<file path="src/rtl/swc_pkg.sv">
`default_nettype none
package swc_pkg;
    localparam int unsigned CLK_HZ = 40_000_000;
    localparam int unsigned MS_PER_S = 1000;

    // Register indices; byte address is four times the index
    localparam logic [7:0] IDX_GC3 = 8'h05;
    localparam logic [7:0] IDX_GC4 = 8'h06;
    localparam logic [7:0] IDX_GC5 = 8'h07;
    localparam int ADDR_W = 8;
    localparam logic [7:0] ADDR_GC3 = {IDX_GC3[5:0], 2'h0};
    localparam logic [7:0] ADDR_GC4 = {IDX_GC4[5:0], 2'h0};
    localparam logic [7:0] ADDR_GC5 = {IDX_GC5[5:0], 2'h0};

    // First control register fields
    localparam int GC3_VLAN = 7;
    localparam int GC3_IGMP = 6;
    localparam int GC3_MLD = 5;
    localparam int GC3_MLD_OPT = 4;
    localparam int GC3_WFQ = 3;
    localparam int GC3_SNIFF_AND = 0;
    // Second control register fields
    localparam int GC4_REPEATER = 7;
    localparam int GC4_HALF = 6;
    localparam int GC4_PAUSE = 5;
    localparam int GC4_TEN = 4;
    localparam int GC4_NULL_VID = 3;
    localparam int GC4_STORM_HI = 2;

    localparam logic [7:0] GC3_RST = 8'h00;
    localparam logic [7:0] GC4_RST = 8'h00;
    localparam logic [7:0] GC5_RST = 8'h63;

    // Strap bit order in the synchroniser vector
    localparam int STRAP_DUPLEX = 0;
    localparam int STRAP_PAUSE = 1;
    localparam int STRAP_SPEED = 2;
    localparam logic [1:0] STRAP_SETTLE = 2'h3;

    // Queue weights q3..q0
    localparam logic [3:0][3:0] WFQ_WEIGHT = {4'h8, 4'h4, 4'h2, 4'h1};
    localparam logic [3:0] WFQ_BONUS = 4'h1;

    localparam int VID_W = 12;
    localparam logic [11:0] NULL_VID = 12'h000;
    localparam int STORM_W = 11;

    localparam int unsigned INTERVAL_100_MS = 67;
    localparam int unsigned INTERVAL_10_MS = 500;
    localparam int unsigned INTERVAL_100_CYC =
        INTERVAL_100_MS * (CLK_HZ / MS_PER_S);
    localparam int unsigned INTERVAL_10_CYC =
        INTERVAL_10_MS * (CLK_HZ / MS_PER_S);
    localparam int TICK_W = 25;
endpackage
`default_nettype wire

</file>
<file path="src/rtl/swc_global_ctrl.sv">
// Decided for this implementation: the Avalon-MM interface to the registers.
`default_nettype none
module swc_global_ctrl
    import swc_pkg::*;
#(
    parameter int unsigned P_INTERVAL_100_CYC = swc_pkg::INTERVAL_100_CYC,
    parameter int unsigned P_INTERVAL_10_CYC = swc_pkg::INTERVAL_10_CYC
) (
    input wire logic CLK_SYS,
    input wire logic RST,
    input wire logic [swc_pkg::ADDR_W-1:0] AVS_ADDRESS,
    input wire logic AVS_READ,
    input wire logic AVS_WRITE,
    input wire logic [31:0] AVS_WRITEDATA,
    input wire logic [3:0] AVS_BYTEENABLE,
    output logic [31:0] AVS_READDATA,
    output logic AVS_WAITREQUEST,
    input wire logic DUPLEX_STRAP_PIN,
    input wire logic PAUSE_STRAP_PIN,
    input wire logic SPEED_STRAP_PIN,
    input wire logic [3:0] QUEUE_NONEMPTY,
    input wire logic TX_REQ,
    output logic [1:0] GRANT,
    output logic GRANT_VALID,
    input wire logic SNIFF_SRC_HIT,
    input wire logic SNIFF_DST_HIT,
    output logic MIRROR,
    input wire logic IS_IGMP,
    output logic IGMP_TO_HOST,
    input wire logic [swc_pkg::VID_W-1:0] VID_IN,
    input wire logic [swc_pkg::VID_W-1:0] PORT_VID,
    output logic [swc_pkg::VID_W-1:0] VID_OUT,
    output logic VLAN_EN,
    output logic MLD_EN,
    output logic MLD_OPT,
    output logic WFQ_EN,
    output logic REPEATER_EN,
    output logic HOST_HALF_DUPLEX,
    output logic HOST_PAUSE_EN,
    output logic HOST_10M,
    output logic NULL_VID_EN,
    output logic [swc_pkg::STORM_W-1:0] STORM_LIMIT,
    output logic STORM_TICK
);
    import swc_pkg::*;

    typedef struct packed {
        logic [2:0] sync1;
        logic [2:0] sync2;
        logic [2:0] sync3;
        logic [1:0] settle;
        logic loaded;
        logic pend;
        logic [7:0] rdata;
        logic [7:0] gc3;
        logic [7:0] gc4;
        logic [7:0] gc5;
        logic [3:0][3:0] credit;
        logic [1:0] grant;
        logic grant_vld;
        logic mirror;
        logic igmp_host;
        logic [VID_W-1:0] vid_out;
        logic [TICK_W-1:0] tick_cnt;
        logic tick;
    } swc_state_s;

    swc_state_s st;
    swc_state_s next_st;

    function automatic logic [1:0] swc_top(input logic [3:0] v);
        logic [1:0] idx;
        idx = 2'h0;
        for (int i = 0; i < 4; i++) begin
            if (v[i]) begin
                idx = 2'(i);
            end
        end
        return idx;
    endfunction

    ////////////////////////////////////////////////////////////////////
    logic req;
    logic hit_gc3;
    logic hit_gc4;
    logic hit_gc5;
    logic wr_go;
    logic [1:0] top_q;
    logic any_empty;
    logic [3:0] has_credit;
    logic [3:0][3:0] refill;
    logic [TICK_W-1:0] period;

    assign req = AVS_READ | AVS_WRITE;
    assign hit_gc3 = (AVS_ADDRESS == ADDR_GC3);
    assign hit_gc4 = (AVS_ADDRESS == ADDR_GC4);
    assign hit_gc5 = (AVS_ADDRESS == ADDR_GC5);
    assign wr_go = AVS_WRITE & st.pend & AVS_BYTEENABLE[0];
    assign top_q = swc_top(QUEUE_NONEMPTY);
    assign any_empty = ~&QUEUE_NONEMPTY;
    // Waits until straps are loaded, then answers on the second cycle
    assign AVS_WAITREQUEST = req & ~st.pend;
    assign AVS_READDATA = {24'h000000, st.rdata};
    assign period = st.gc4[GC4_TEN] ? TICK_W'(P_INTERVAL_10_CYC)
                                    : TICK_W'(P_INTERVAL_100_CYC);

    // Refill per queue: empty queues get nothing, top may get a bonus
    genvar q;
    generate
        for (q = 0; q < 4; q++) begin : g_queue
            assign has_credit[q] = QUEUE_NONEMPTY[q] &&
                                   (st.credit[q] != 4'h0);
            assign refill[q] = !QUEUE_NONEMPTY[q] ? 4'h0 :
                ((2'(q) == top_q && any_empty) ? WFQ_WEIGHT[q] + WFQ_BONUS
                                               : WFQ_WEIGHT[q]);
        end
    endgenerate

    ////////////////////////////////////////////////////////////////////
    always_comb begin
        logic [3:0][3:0] cr;
        logic [1:0] pick;
        cr = st.credit;
        pick = 2'h0;
        next_st = st;

        next_st.sync1 = {SPEED_STRAP_PIN, PAUSE_STRAP_PIN, DUPLEX_STRAP_PIN};
        next_st.sync2 = st.sync1;
        next_st.sync3 = st.sync2;

        // Straps are taken only once two stages agree after release
        // Loaded once, so a wandering pin cannot undo a software write
        if (!st.loaded) begin
            if (st.settle != STRAP_SETTLE) begin
                next_st.settle = st.settle + 2'h1;
            end else if (st.sync2 == st.sync3) begin
                next_st.loaded = 1'b1;
                next_st.gc4[GC4_HALF] = st.sync3[STRAP_DUPLEX];
                next_st.gc4[GC4_PAUSE] = st.sync3[STRAP_PAUSE];
                next_st.gc4[GC4_TEN] = st.sync3[STRAP_SPEED];
            end
        end

        // Avalon slave; unmapped reads give zero, writes are dropped
        next_st.pend = req & ~st.pend & st.loaded;
        if (req && !st.pend && st.loaded) begin
            next_st.rdata = hit_gc3 ? st.gc3 :
                            hit_gc4 ? st.gc4 :
                            hit_gc5 ? st.gc5 : 8'h00;
        end
        if (wr_go && hit_gc3) begin
            next_st.gc3 = AVS_WRITEDATA[7:0];
        end
        if (wr_go && hit_gc4) begin
            next_st.gc4 = AVS_WRITEDATA[7:0];
        end
        if (wr_go && hit_gc5) begin
            next_st.gc5 = AVS_WRITEDATA[7:0];
        end

        // Egress scheduler
        next_st.grant_vld = 1'b0;
        if (TX_REQ && (|QUEUE_NONEMPTY)) begin
            next_st.grant_vld = 1'b1;
            if (!st.gc3[GC3_WFQ]) begin
                pick = top_q;
            end else begin
                if (!(|has_credit)) begin
                    cr = refill;
                end
                for (int i = 0; i < 4; i++) begin
                    if (QUEUE_NONEMPTY[i] && cr[i] != 4'h0) begin
                        pick = 2'(i);
                    end
                end
                cr[pick] = cr[pick] - 4'h1;
                next_st.credit = cr;
            end
            next_st.grant = pick;
        end

        if (st.gc3[GC3_SNIFF_AND]) begin
            next_st.mirror = SNIFF_SRC_HIT & SNIFF_DST_HIT;
        end else begin
            next_st.mirror = SNIFF_SRC_HIT | SNIFF_DST_HIT;
        end
        next_st.igmp_host = IS_IGMP & st.gc3[GC3_IGMP];
        if (st.gc4[GC4_NULL_VID] && VID_IN == NULL_VID) begin
            next_st.vid_out = PORT_VID;
        end else begin
            next_st.vid_out = VID_IN;
        end

        // Storm window follows the host port speed
        next_st.tick = 1'b0;
        if (st.tick_cnt >= period - TICK_W'(1)) begin
            next_st.tick_cnt = '0;
            next_st.tick = 1'b1;
        end else begin
            next_st.tick_cnt = st.tick_cnt + TICK_W'(1);
        end
    end

    always_ff @(posedge CLK_SYS or posedge RST) begin
        if (RST) begin
            st <= '0;
            st.gc3 <= GC3_RST;
            st.gc4 <= GC4_RST;
            st.gc5 <= GC5_RST;
        end else begin
            st <= next_st;
        end
    end

    ////////////////////////////////////////////////////////////////////
    assign VLAN_EN = st.gc3[GC3_VLAN];
    assign MLD_EN = st.gc3[GC3_MLD];
    assign MLD_OPT = st.gc3[GC3_MLD_OPT];
    assign WFQ_EN = st.gc3[GC3_WFQ];
    assign REPEATER_EN = st.gc4[GC4_REPEATER];
    assign HOST_HALF_DUPLEX = st.gc4[GC4_HALF];
    assign HOST_PAUSE_EN = st.gc4[GC4_PAUSE];
    assign HOST_10M = st.gc4[GC4_TEN];
    assign NULL_VID_EN = st.gc4[GC4_NULL_VID];
    assign STORM_LIMIT = {st.gc4[GC4_STORM_HI:0], st.gc5};
    assign GRANT = st.grant;
    assign GRANT_VALID = st.grant_vld;
    assign MIRROR = st.mirror;
    assign IGMP_TO_HOST = st.igmp_host;
    assign VID_OUT = st.vid_out;
    assign STORM_TICK = st.tick;
endmodule
`default_nettype wire

</file>
<file path="config.mk">
export PLATFORM = sky130hd
export DESIGN_NAME = swc_global_ctrl
export DESIGN_NICKNAME = d
export VERILOG_FILES = /design/src/rtl/swc_pkg.sv /design/src/rtl/swc_global_ctrl.sv
export SDC_FILE = /design/constraint.sdc
export NUM_CORES = 1
export LEC_CHECK = 0
export BUFFER_PORTS_ARGS = -buffer_cell sky130_fd_sc_hd__buf_4
export CORE_MARGIN = 3
export CORE_UTILIZATION = 45
export CTS_BUF_LIST = sky130_fd_sc_hd__clkbuf_8
export DETAILED_ROUTE_END_ITERATION = 16
export PLACE_DENSITY = 0.71
export SLEW_MARGIN = 10
export SYNTH_ARGS = -nofsm -noshare
export SYNTH_HDL_FRONTEND = slang
export SYNTH_SLANG_ARGS = --single-unit
</file>
<file path="constraint.sdc">
create_clock -name CLK_SYS -period 10 [get_ports CLK_SYS]
set_clock_uncertainty 0.2 [all_clocks]
set_input_delay 2 -clock CLK_SYS [delete_from_list [all_inputs] [get_ports CLK_SYS]]
set_output_delay 2 -clock CLK_SYS [all_outputs]
set_load 0.05 [all_outputs]
</file>
==> results.cfg, run 1 <==
[outcome]
outcome = finished clean

[global_routing]
grt_pass1_vias = 4002
globalRouteMet2Util_pct = 29.0
gr-usage-met3_pct = 2.80
grt_antenna_before_repair = 0
grt_use_met1_pct = 23.9
pin_count_of_the_biggest_net_entering_global_routing = 67
globalRoute.totalOverflow = 0
grt-busiest-layer = met2
global_route.usage.total_pct = 17.8
global_route_wire_length_before_repair_um = 19000

[cts]
cts-buffers-inserted = 9
post_cts_hold_buffer_count = 0
numClockSinks = 104
cts_buffer_depth = 2
cts-htree-levels = 3
cts_tree = yes
cts_root_buffer = clkbuf_8
cts.clk_slew.worst_paths_ns = 0.10
insertion_delay_ns = 0.38
post_cts_sizing_count = 0
cts_setup_buffers = 0

[logic_synthesis]
synth_area_per_cell_um2 = 10.5
yosysTopAreaCell = dfrtp_1
synth.mux.area_fraction_pct = 5.57
main_combinational_cell_family_by_area_after_synthesis = compound AO/OA/AOI/OAI gates
yosys.area_share.simple_pct = 14.5
postSynth.asyncResetShare_pct = 100
synth_ff_type = dfrtp_1
netlist-cell-type-count = 54
synth_top_cells_by_area = dfrtp_1, buf_4, mux2_2
synth_compound_area_share_pct = 14.9
seq_area_frac_synth_pct = 47.8
netlist_area_um2 = 5460
synth_common_cells = dfrtp_1, nor2_1, buf_4
post-synth-top-area-fraction_pct = 45.9
post_synth_xor_area_fraction_pct = 4.63
synthesis_stage_register_bit_count = 104
synth-adder-area-share_pct = 2.52
synthesis.yosys.warnings = 0
yosysMostFrequentCell = dfrtp_1
number_of_standard_cells_after_synthesis = 521
synth_edf_count = 0

[die]
pin_count = 154
effective_utilization_at_floorplan_pct = 47.0
floorplan.core_area_um2 = 11600
std_cell_rows = 39
die_height_um = 116
design.die.area_um2 = 13500
die-width_um = 116

[place]
io_buffers = 102
gp_congestion = 0.890
post-dp-hpwl_um = 8690
placement.setup.worst_slack_ns = 5.29
placement.cell_area_um2 = 6030

[sta]
setup_total_neg_slack_ns = 0
final.min_clock_period_ns = 4.72
timing_max_transition_violations_final = 0
setup_slack_ns = 5.28
post_route_clock_period_utilization_pct = 47.2
clock.fmax_mhz = 212
unrepaired_setup_endpoints_after_global_routing = false
setup_viol_count_final = 0
hold_viol = 0
max_slew.worst_pin.slew_ns = 0.801
timing.max_slew.rel_slack_pct = 46.6

[routing]
drt_iter0_markers = 347
detailroute.via_count = 4049
drcViolationCount = 0
drt-total-wl_um = 11600
drtAntennaViolNets = 0
drt-vias-per-instance = 5.49
firstDrtPassIters = 4
routed_wire_length_per_instance_um = 15.8

[pwr]
power.ir.vdd_worst_mv = 0.0548
total_leakage_power_uw = 0.00292
pwr_density_cell_nw_per_um2 = 148

[finish]
post-route-cell-area_um2 = 6210
n_antenna_cell = 0
flow.area_growth_from_synthesis_pct = 13.9
num-nets-final = 683
post_route_cells_drive_above_1_share_pct = 27.8

[critical_path]
worst_setup_path_end_kind = output port
required_ns = 7.80
cp_data_arrival_time_ns = 2.52
critical_path_class = in2out
critical_path.startpoint_type = input pin
path_max_fanout = 4

[min_path]
hold_path_class = reg2reg

[flow_run]
timing.max_cap.violations = 0
-- per-stage QoR --
stage	utilization (%)	hold slack [ns]	total power [µW]	std cells
floorplan	-	0.131	638	544
global route	53.5	0.211	967	737
finish	53.5	0.203	920	737
detailed placement	52.0	0.177	688	721
global placement	52.0	0.179	684	721
CTS	53.5	0.199	928	737
-- worst max-delay path, stage by stage --
cell and delay (ns):
buf_4 0.10, nor2_1 0.04, nor2_1 0.15, buf_4 0.23
-- layout by cell type, fill, tap and decap left out, types with 4 or more instances in the layout --
cell / n
a21o_1: 12
a21oi_1: 25
a221oi_1: 9
a22o_1: 9
and3_1: 4
buf_4: 104
clkbuf_8: 9
conb_1: 24
dfrtp_1: 100
dfstp_2: 4
ha_1: 11
inv_1: 16
mux2_2: 23
nand2_1: 34
nand3_1: 14
nand4_1: 14
nor2_1: 60
nor3_1: 7
nor4_1: 6
o21ai_0: 12
o31ai_1: 4
o41a_1: 4
or4_1: 4
xnor2_1: 15
xor2_1: 12
-- flip-flops by register name, indices dropped and copies added (netlist names), 2 cells and up --
signal and cells:
st 52, AVS_READDATA 8, STORM_LIMIT 11, VID_OUT 12, next_st 6, GRANT 2
-- kinds of logic (layout without fill, tap and decap cells) --
| logic type | Yosys count | count (layout) |
|---|---|---|
| DFF | 104 | 104 |
| xor gates and xnor gates | 28 | 28 |
| other | 1 | 24 |
| adders and majority gates | 11 | 11 |
| and+or+nand+nor | 160 | 160 |
| AOI/OAI and AO/OA | 102 | 102 |
| buffers and inverters | 88 | 138 |
| muxes | 27 | 27 |
-- cell type report --
type | instances | area (µm²)
inverter | 18 | 70.1
clock buffer | 9 | 124
timing repair buffer | 104 | 781
clock inverter | 7 | 56.3
multi-input combinational | 352 | 2400
sequential | 104 | 2610
fill | 1011 | 5400
tap | 143 | 179
-- where the power goes --
part / internal [µW] / switching [µW] / leakage, µW
sequential: 441 / 18.9 / 0.00131
clock: 92.5 / 149 / 0.0000833
combinational: 68.2 / 151 / 0.00153
-- path summary, 6_finish.rpt --
kind | start | end | slack, ns | cells after the start
worst max-delay path | AVS_WRITE | AVS_WAITREQUEST | 5.28 | 4
worst min-delay path | next_st[96] | st[96] | 0.20 | 0
worst max register to register | st[56] | st[48] | 6.71 | 8
worst min register to register | next_st[96] | st[96] | 0.20 | 0
max in group asynchronous | RST | st[77] | 6.98 | 3
min in group asynchronous | RST | st[46] | 1.45 | 2
-- per-layer routing --
layer  part of all wire, %  vias up
li1                      -     1923
met1                    44     1959
met2                    48      146
met3                   5.8       21
met4                   1.9        0
met5                     0        -
Power figures use the tool's default switching activity.
==> run 2: changes to the inputs <==
clock period = 4.7 ns   (was 10 ns; I/O delays follow)
==> run 2 against run 1 <==
Cell area grew 0.36%. Global-route usage grew 0.18 points. Routed wire length grew 2.2%. Count of clock-buffer cells in the layout is the same.
==> results.cfg, run 2 (synthesis results as in run 1) <==
[place]
post-place-cells = 724
io_buffers = 102
post-dp-hpwl_um = 8800
gp_congestion = 0.870

[die]
std_cell_rows = 39
die_height_um = 116
design.die.area_um2 = 13500
effective_utilization_at_floorplan_pct = 47.0
die-width_um = 116
floorplan.core_area_um2 = 11600
pin_count = 154

[sta]
timing.max_slew.rel_slack_pct = 34.7
timing_max_transition_violations_final = 0
hold_viol = 0
post_route_clock_period_utilization_pct = 68.9
setup_viol_count_final = 0
clock.fmax_mhz = 309
max_slew.worst_pin.slew_ns = 0.980
setup_total_neg_slack_ns = 0
final.hold.worst_slack_ns = 0.192
unrepaired_setup_endpoints_after_global_routing = false
final.min_clock_period_ns = 3.24

[finish]
post_route_cells_drive_above_1_share_pct = 28.0
n_antenna_cell = 0
flow.area_growth_from_synthesis_pct = 14.3
top_reg_by_flops = st
layout.cells.most_common = buf_4
number_of_flip_flops_under_the_largest_register_name = 52
num-nets-final = 686
final_cells = 740
n_fill_cell = 1024
layout.cells.most_common_list = buf_4, dfrtp_1, nor2_1

[routing]
detailroute.via_count = 4039
firstDrtPassIters = 5
drtAntennaViolNets = 0
drt-vias-per-instance = 5.46
drcViolationCount = 0
routed_wire_length_per_instance_um = 16.0
drt-total-wl_um = 11900
drt_iter0_markers = 363

[global_routing]
grt_antenna_before_repair = 0
global_route_wire_length_before_repair_um = 19300
global_route.usage.total_pct = 17.9
pin_count_of_the_biggest_net_entering_global_routing = 84
globalRoute.totalOverflow = 0
grt_pass1_vias = 3936

[cts]
insertion_delay_ns = 0.37
post_cts_hold_buffer_count = 0
cts_setup_buffers = 0
post_cts_sizing_count = 0
cts_buffer_depth = 2
cts_root_buffer = clkbuf_8
cts-buffers-inserted = 9
cts_tree = yes
numClockSinks = 104
cts-htree-levels = 3
cts.clk_slew.worst_paths_ns = 0.10

[pwr]
combinationalPowerShare_pct = 23.8
fin_total_pwr_uw = 1970
pwr_density_cell_nw_per_um2 = 315
p_clk_share_pct = 26.3
netSwitchingPower_uw = 684
p_seq_share_pct = 49.9
intPower_uw = 1280
power.ir.vdd_worst_mv = 0.127
total_leakage_power_uw = 0.00294
swShare_pct = 34.8

[critical_path]
timing.critical_path.slowest_stage_cell = nor4_4
required_ns = 4.79
critical_path.top_delay_family = compound AO/OA/AOI/OAI gates
cp_slowest_stage_delay_ns = 0.57
cp_cell_sequence = o41a_1, nor4_4, mux2_4, a211oi_4, ha_1, nand2_1, o21ai_0, a22oi_1
cp_buf_inv_count = 0
path_max_fanout = 10
critical_path.startpoint_type = register
critical_path_class = reg2reg
worst_setup_path_end_kind = register
cp_data_arrival_time_ns = 3.32

[flow_run]
timing.max_cap.violations = 0

[outcome]
outcome = finished clean

[min_path]
hold_path_class = reg2reg
## run 2: cell count changes in the layout (fill, tap and decap cells not counted), sizes merged
cell and change:
buf +3, inv +2, clkinv -1, clkinvlp -1
## run 2: area by class of cell
class / count / area (µm²) / share of cell area, %
sequential: 104 / 2610 / 41.8
multi-input combinational: 352 / 2400 / 38.4
timing repair buffer: 107 / 803 / 12.9
tap: 143 / 179 / 2.87
clock buffer: 9 / 124 / 1.99
inverter: 18 / 70.1 / 1.12
clock inverter: 7 / 56.3 / 0.903
## run 2: worst paths after layout
check                                   from             end  slack [ns]  cells after the start
worst max-delay path                  st[55]          st[48]        1.46                      8
worst min-delay path            next_st[100]     next_st[97]        0.19                      0
worst max register to register        st[55]          st[48]        1.46                      8
worst min register to register  next_st[100]     next_st[97]        0.19                      0
max in group asynchronous                RST  STORM_LIMIT[1]        2.77                      3
min in group asynchronous                RST     VID_OUT[10]        0.59                      2
## run 2: power groups by stage
stage,registers [µW],logic (µW),clock network [µW]
after detailed placement,999,468,0
after global routing,989,503,573
after floorplan,1030,327,0
after CTS,982,469,531
after global placement,997,459,0
final,982,467,518
## run 2: per-stage QoR
| stage | area (µm²) | setup slack [ns] | utilization (%) |
|---|---|---|---|
| 6_report | 6240 | 1.46 | 53.7 |
| 3_5_place_dp | 6060 | 1.14 | 52.2 |
| 5_1_grt | 6240 | 1.28 | 53.7 |
| 3_3_place_gp | 6060 | 1.15 | 52.2 |
| 2_1_floorplan | 5540 | 0.834 | - |
| 4_1_cts | 6240 | 1.47 | 53.7 |
## run 2: per-layer routing
layer	up-vias	wire length (µm)	track usage (%)
met4	0	131	5.03
met1	1947	5250	24.4
met2	156	5750	29.8
met5	-	0	0
li1	1926	-	-
met3	10	732	3.11
==> run 3: changes to the inputs <==
PLACE_DENSITY = 0.73   (was 0.71)
clock period = 2.78 ns   (was 4.7 ns; I/O delays follow)
==> run 3 against run 2 <==
Sequential power is 69% higher. Core utilization is 3.2 points higher. Critical path depth stayed put. Setup slack worse by 1.4 ns. Global-route usage is 1.4 points higher. Total power is 74% higher. Highest routed layer unchanged.
==> results.cfg, run 3 (synthesis results as in run 1) <==
[outcome]
outcome = finished clean

[die]
pin_count = 154
die_height_um = 116
effective_utilization_at_floorplan_pct = 47.0
die-width_um = 116
floorplan.core_area_um2 = 11600
design.die.area_um2 = 13500
std_cell_rows = 39

[sta]
final.hold.worst_slack_ns = 0.0848
post_route_clock_period_utilization_pct = 99.2
timing.max_slew.rel_slack_pct = 54.3
clock.fmax_mhz = 363
max_slew.worst_pin.slew_ns = 0.684
unrepaired_setup_endpoints_after_global_routing = true
setup_viol_count_final = 0
setup_total_neg_slack_ns = 0
timing_max_transition_violations_final = 0
hold_viol = 0
final.min_clock_period_ns = 2.76

[finish]
number_of_flip_flops_under_the_largest_register_name = 52
n_antenna_cell = 0
flow.area_growth_from_synthesis_pct = 21.0
num-nets-final = 728
layout.cells.most_common_list = buf_4, dfrtp_1, nor2_1
layout.cells.most_common = buf_4
top_reg_by_flops = st
n_fill_cell = 996
post_route_cells_drive_above_1_share_pct = 33.5

[global_routing]
global_route.usage.total_pct = 19.3
global_route_wire_length_before_repair_um = 20600
globalRoute.totalOverflow = 0
grt_pass1_vias = 4209
grt_antenna_before_repair = 0
pin_count_of_the_biggest_net_entering_global_routing = 105

[min_path]
hold_path_class = in2reg

[flow_run]
timing.max_cap.violations = 0

[critical_path]
worst_setup_path_end_kind = register
path_max_fanout = 4
cp_cell_sequence = o41a_1, nor4_4, mux2_4, a211oi_4, ha_2, xnor2_2, buf_4, a22o_1
critical_path_class = reg2reg
timing.critical_path.slowest_stage_cell = o41a_1
critical_path.startpoint_type = register
cp_slowest_stage_delay_ns = 0.48
required_ns = 2.85
cp_data_arrival_time_ns = 2.83

[routing]
firstDrtPassIters = 5
drcViolationCount = 0
routed_wire_length_per_instance_um = 16.4
detailroute.via_count = 4301
drt-total-wl_um = 12800
drt-vias-per-instance = 5.50
drtAntennaViolNets = 0
drt_iter0_markers = 354

[place]
io_buffers = 102
post-dp-hpwl_um = 9450
gp_congestion = 0.968

[pwr]
power.ir.vdd_worst_mv = 0.307
pwr_density_cell_nw_per_um2 = 518
total_leakage_power_uw = 0.00317

[cts]
cts_root_buffer = clkbuf_8
cts-htree-levels = 3
post_cts_hold_buffer_count = 0
cts_tree = yes
numClockSinks = 104
cts.clk_slew.worst_paths_ns = 0.11
cts-buffers-inserted = 9
cts_buffer_depth = 2
insertion_delay_ns = 0.37
==> run 3: stage by stage <==
step                setup slack (ns)  power (µW)  std cells  cell area [µm²]  util (%)
floorplan                    -0.0301        2300        544             5560         -
global placement              0.0363        2520        761             6360      54.8
detailed placement           0.00479        2530        761             6360      54.8
finish                        0.0215        3420        782             6610      56.9
global route                 -0.0452        3590        782             6610      56.9
CTS                          -0.0114        3450        780             6580      56.7
==> run 3: worst paths after layout <==
path	startpoint	to	slack, ns	depth (start not counted)
worst max-delay path	st[52]	st[49]	0.02	8
worst min register to register	next_st[99]	next_st[96]	0.16	0
max in group asynchronous	RST	st[48]	1.80	3
worst min-delay path	DUPLEX_STRAP_PIN	next_st[98]	0.08	1
min in group asynchronous	RST	st[5]	0.12	3
worst max register to register	st[52]	st[49]	0.02	8
==> run 3: worst max-delay path: cells and delay by family (launching register included) <==
kind	cells	cell delay, ns
compound gates	3	0.90
flops	1	0.44
mux	1	0.34
simple gates	1	0.32
fa+ha+maj	1	0.23
buf+inv	1	0.15
xor+xnor	1	0.08
==> run 3: cell type report <==
type | instances | area (µm²) | area share [%]
clock buffers | 9 | 124 | 1.88
clock inverters | 7 | 66.3 | 1.00
inverters | 18 | 71.3 | 1.08
multi-input cells | 352 | 2410 | 36.5
flip-flops and latches | 104 | 2610 | 39.5
well taps | 143 | 179 | 2.71
repair buffers | 149 | 1140 | 17.3
==> run 3: routing by layer <==
layer,wire length [µm],global-route usage [%]
met4,274,7.66
met1,5490,24.9
met5,0,0
met2,6310,32.4
met3,746,3.52
==> run 3: report_power, final <==
part           internal [µW]  leakage, µW  switching (µW)
clock                    347     0.000100             567
combinational            289      0.00177             564
sequential              1590      0.00130            68.5
==> run 3: timing repair <==
action / CTS / global route
gates cloned: 0 / 0
endpoints found under the setup margin: 3 / 23
pin swaps: 2 / 5
buffers inserted: 3 / 2
gates resized for setup: 3 / 2
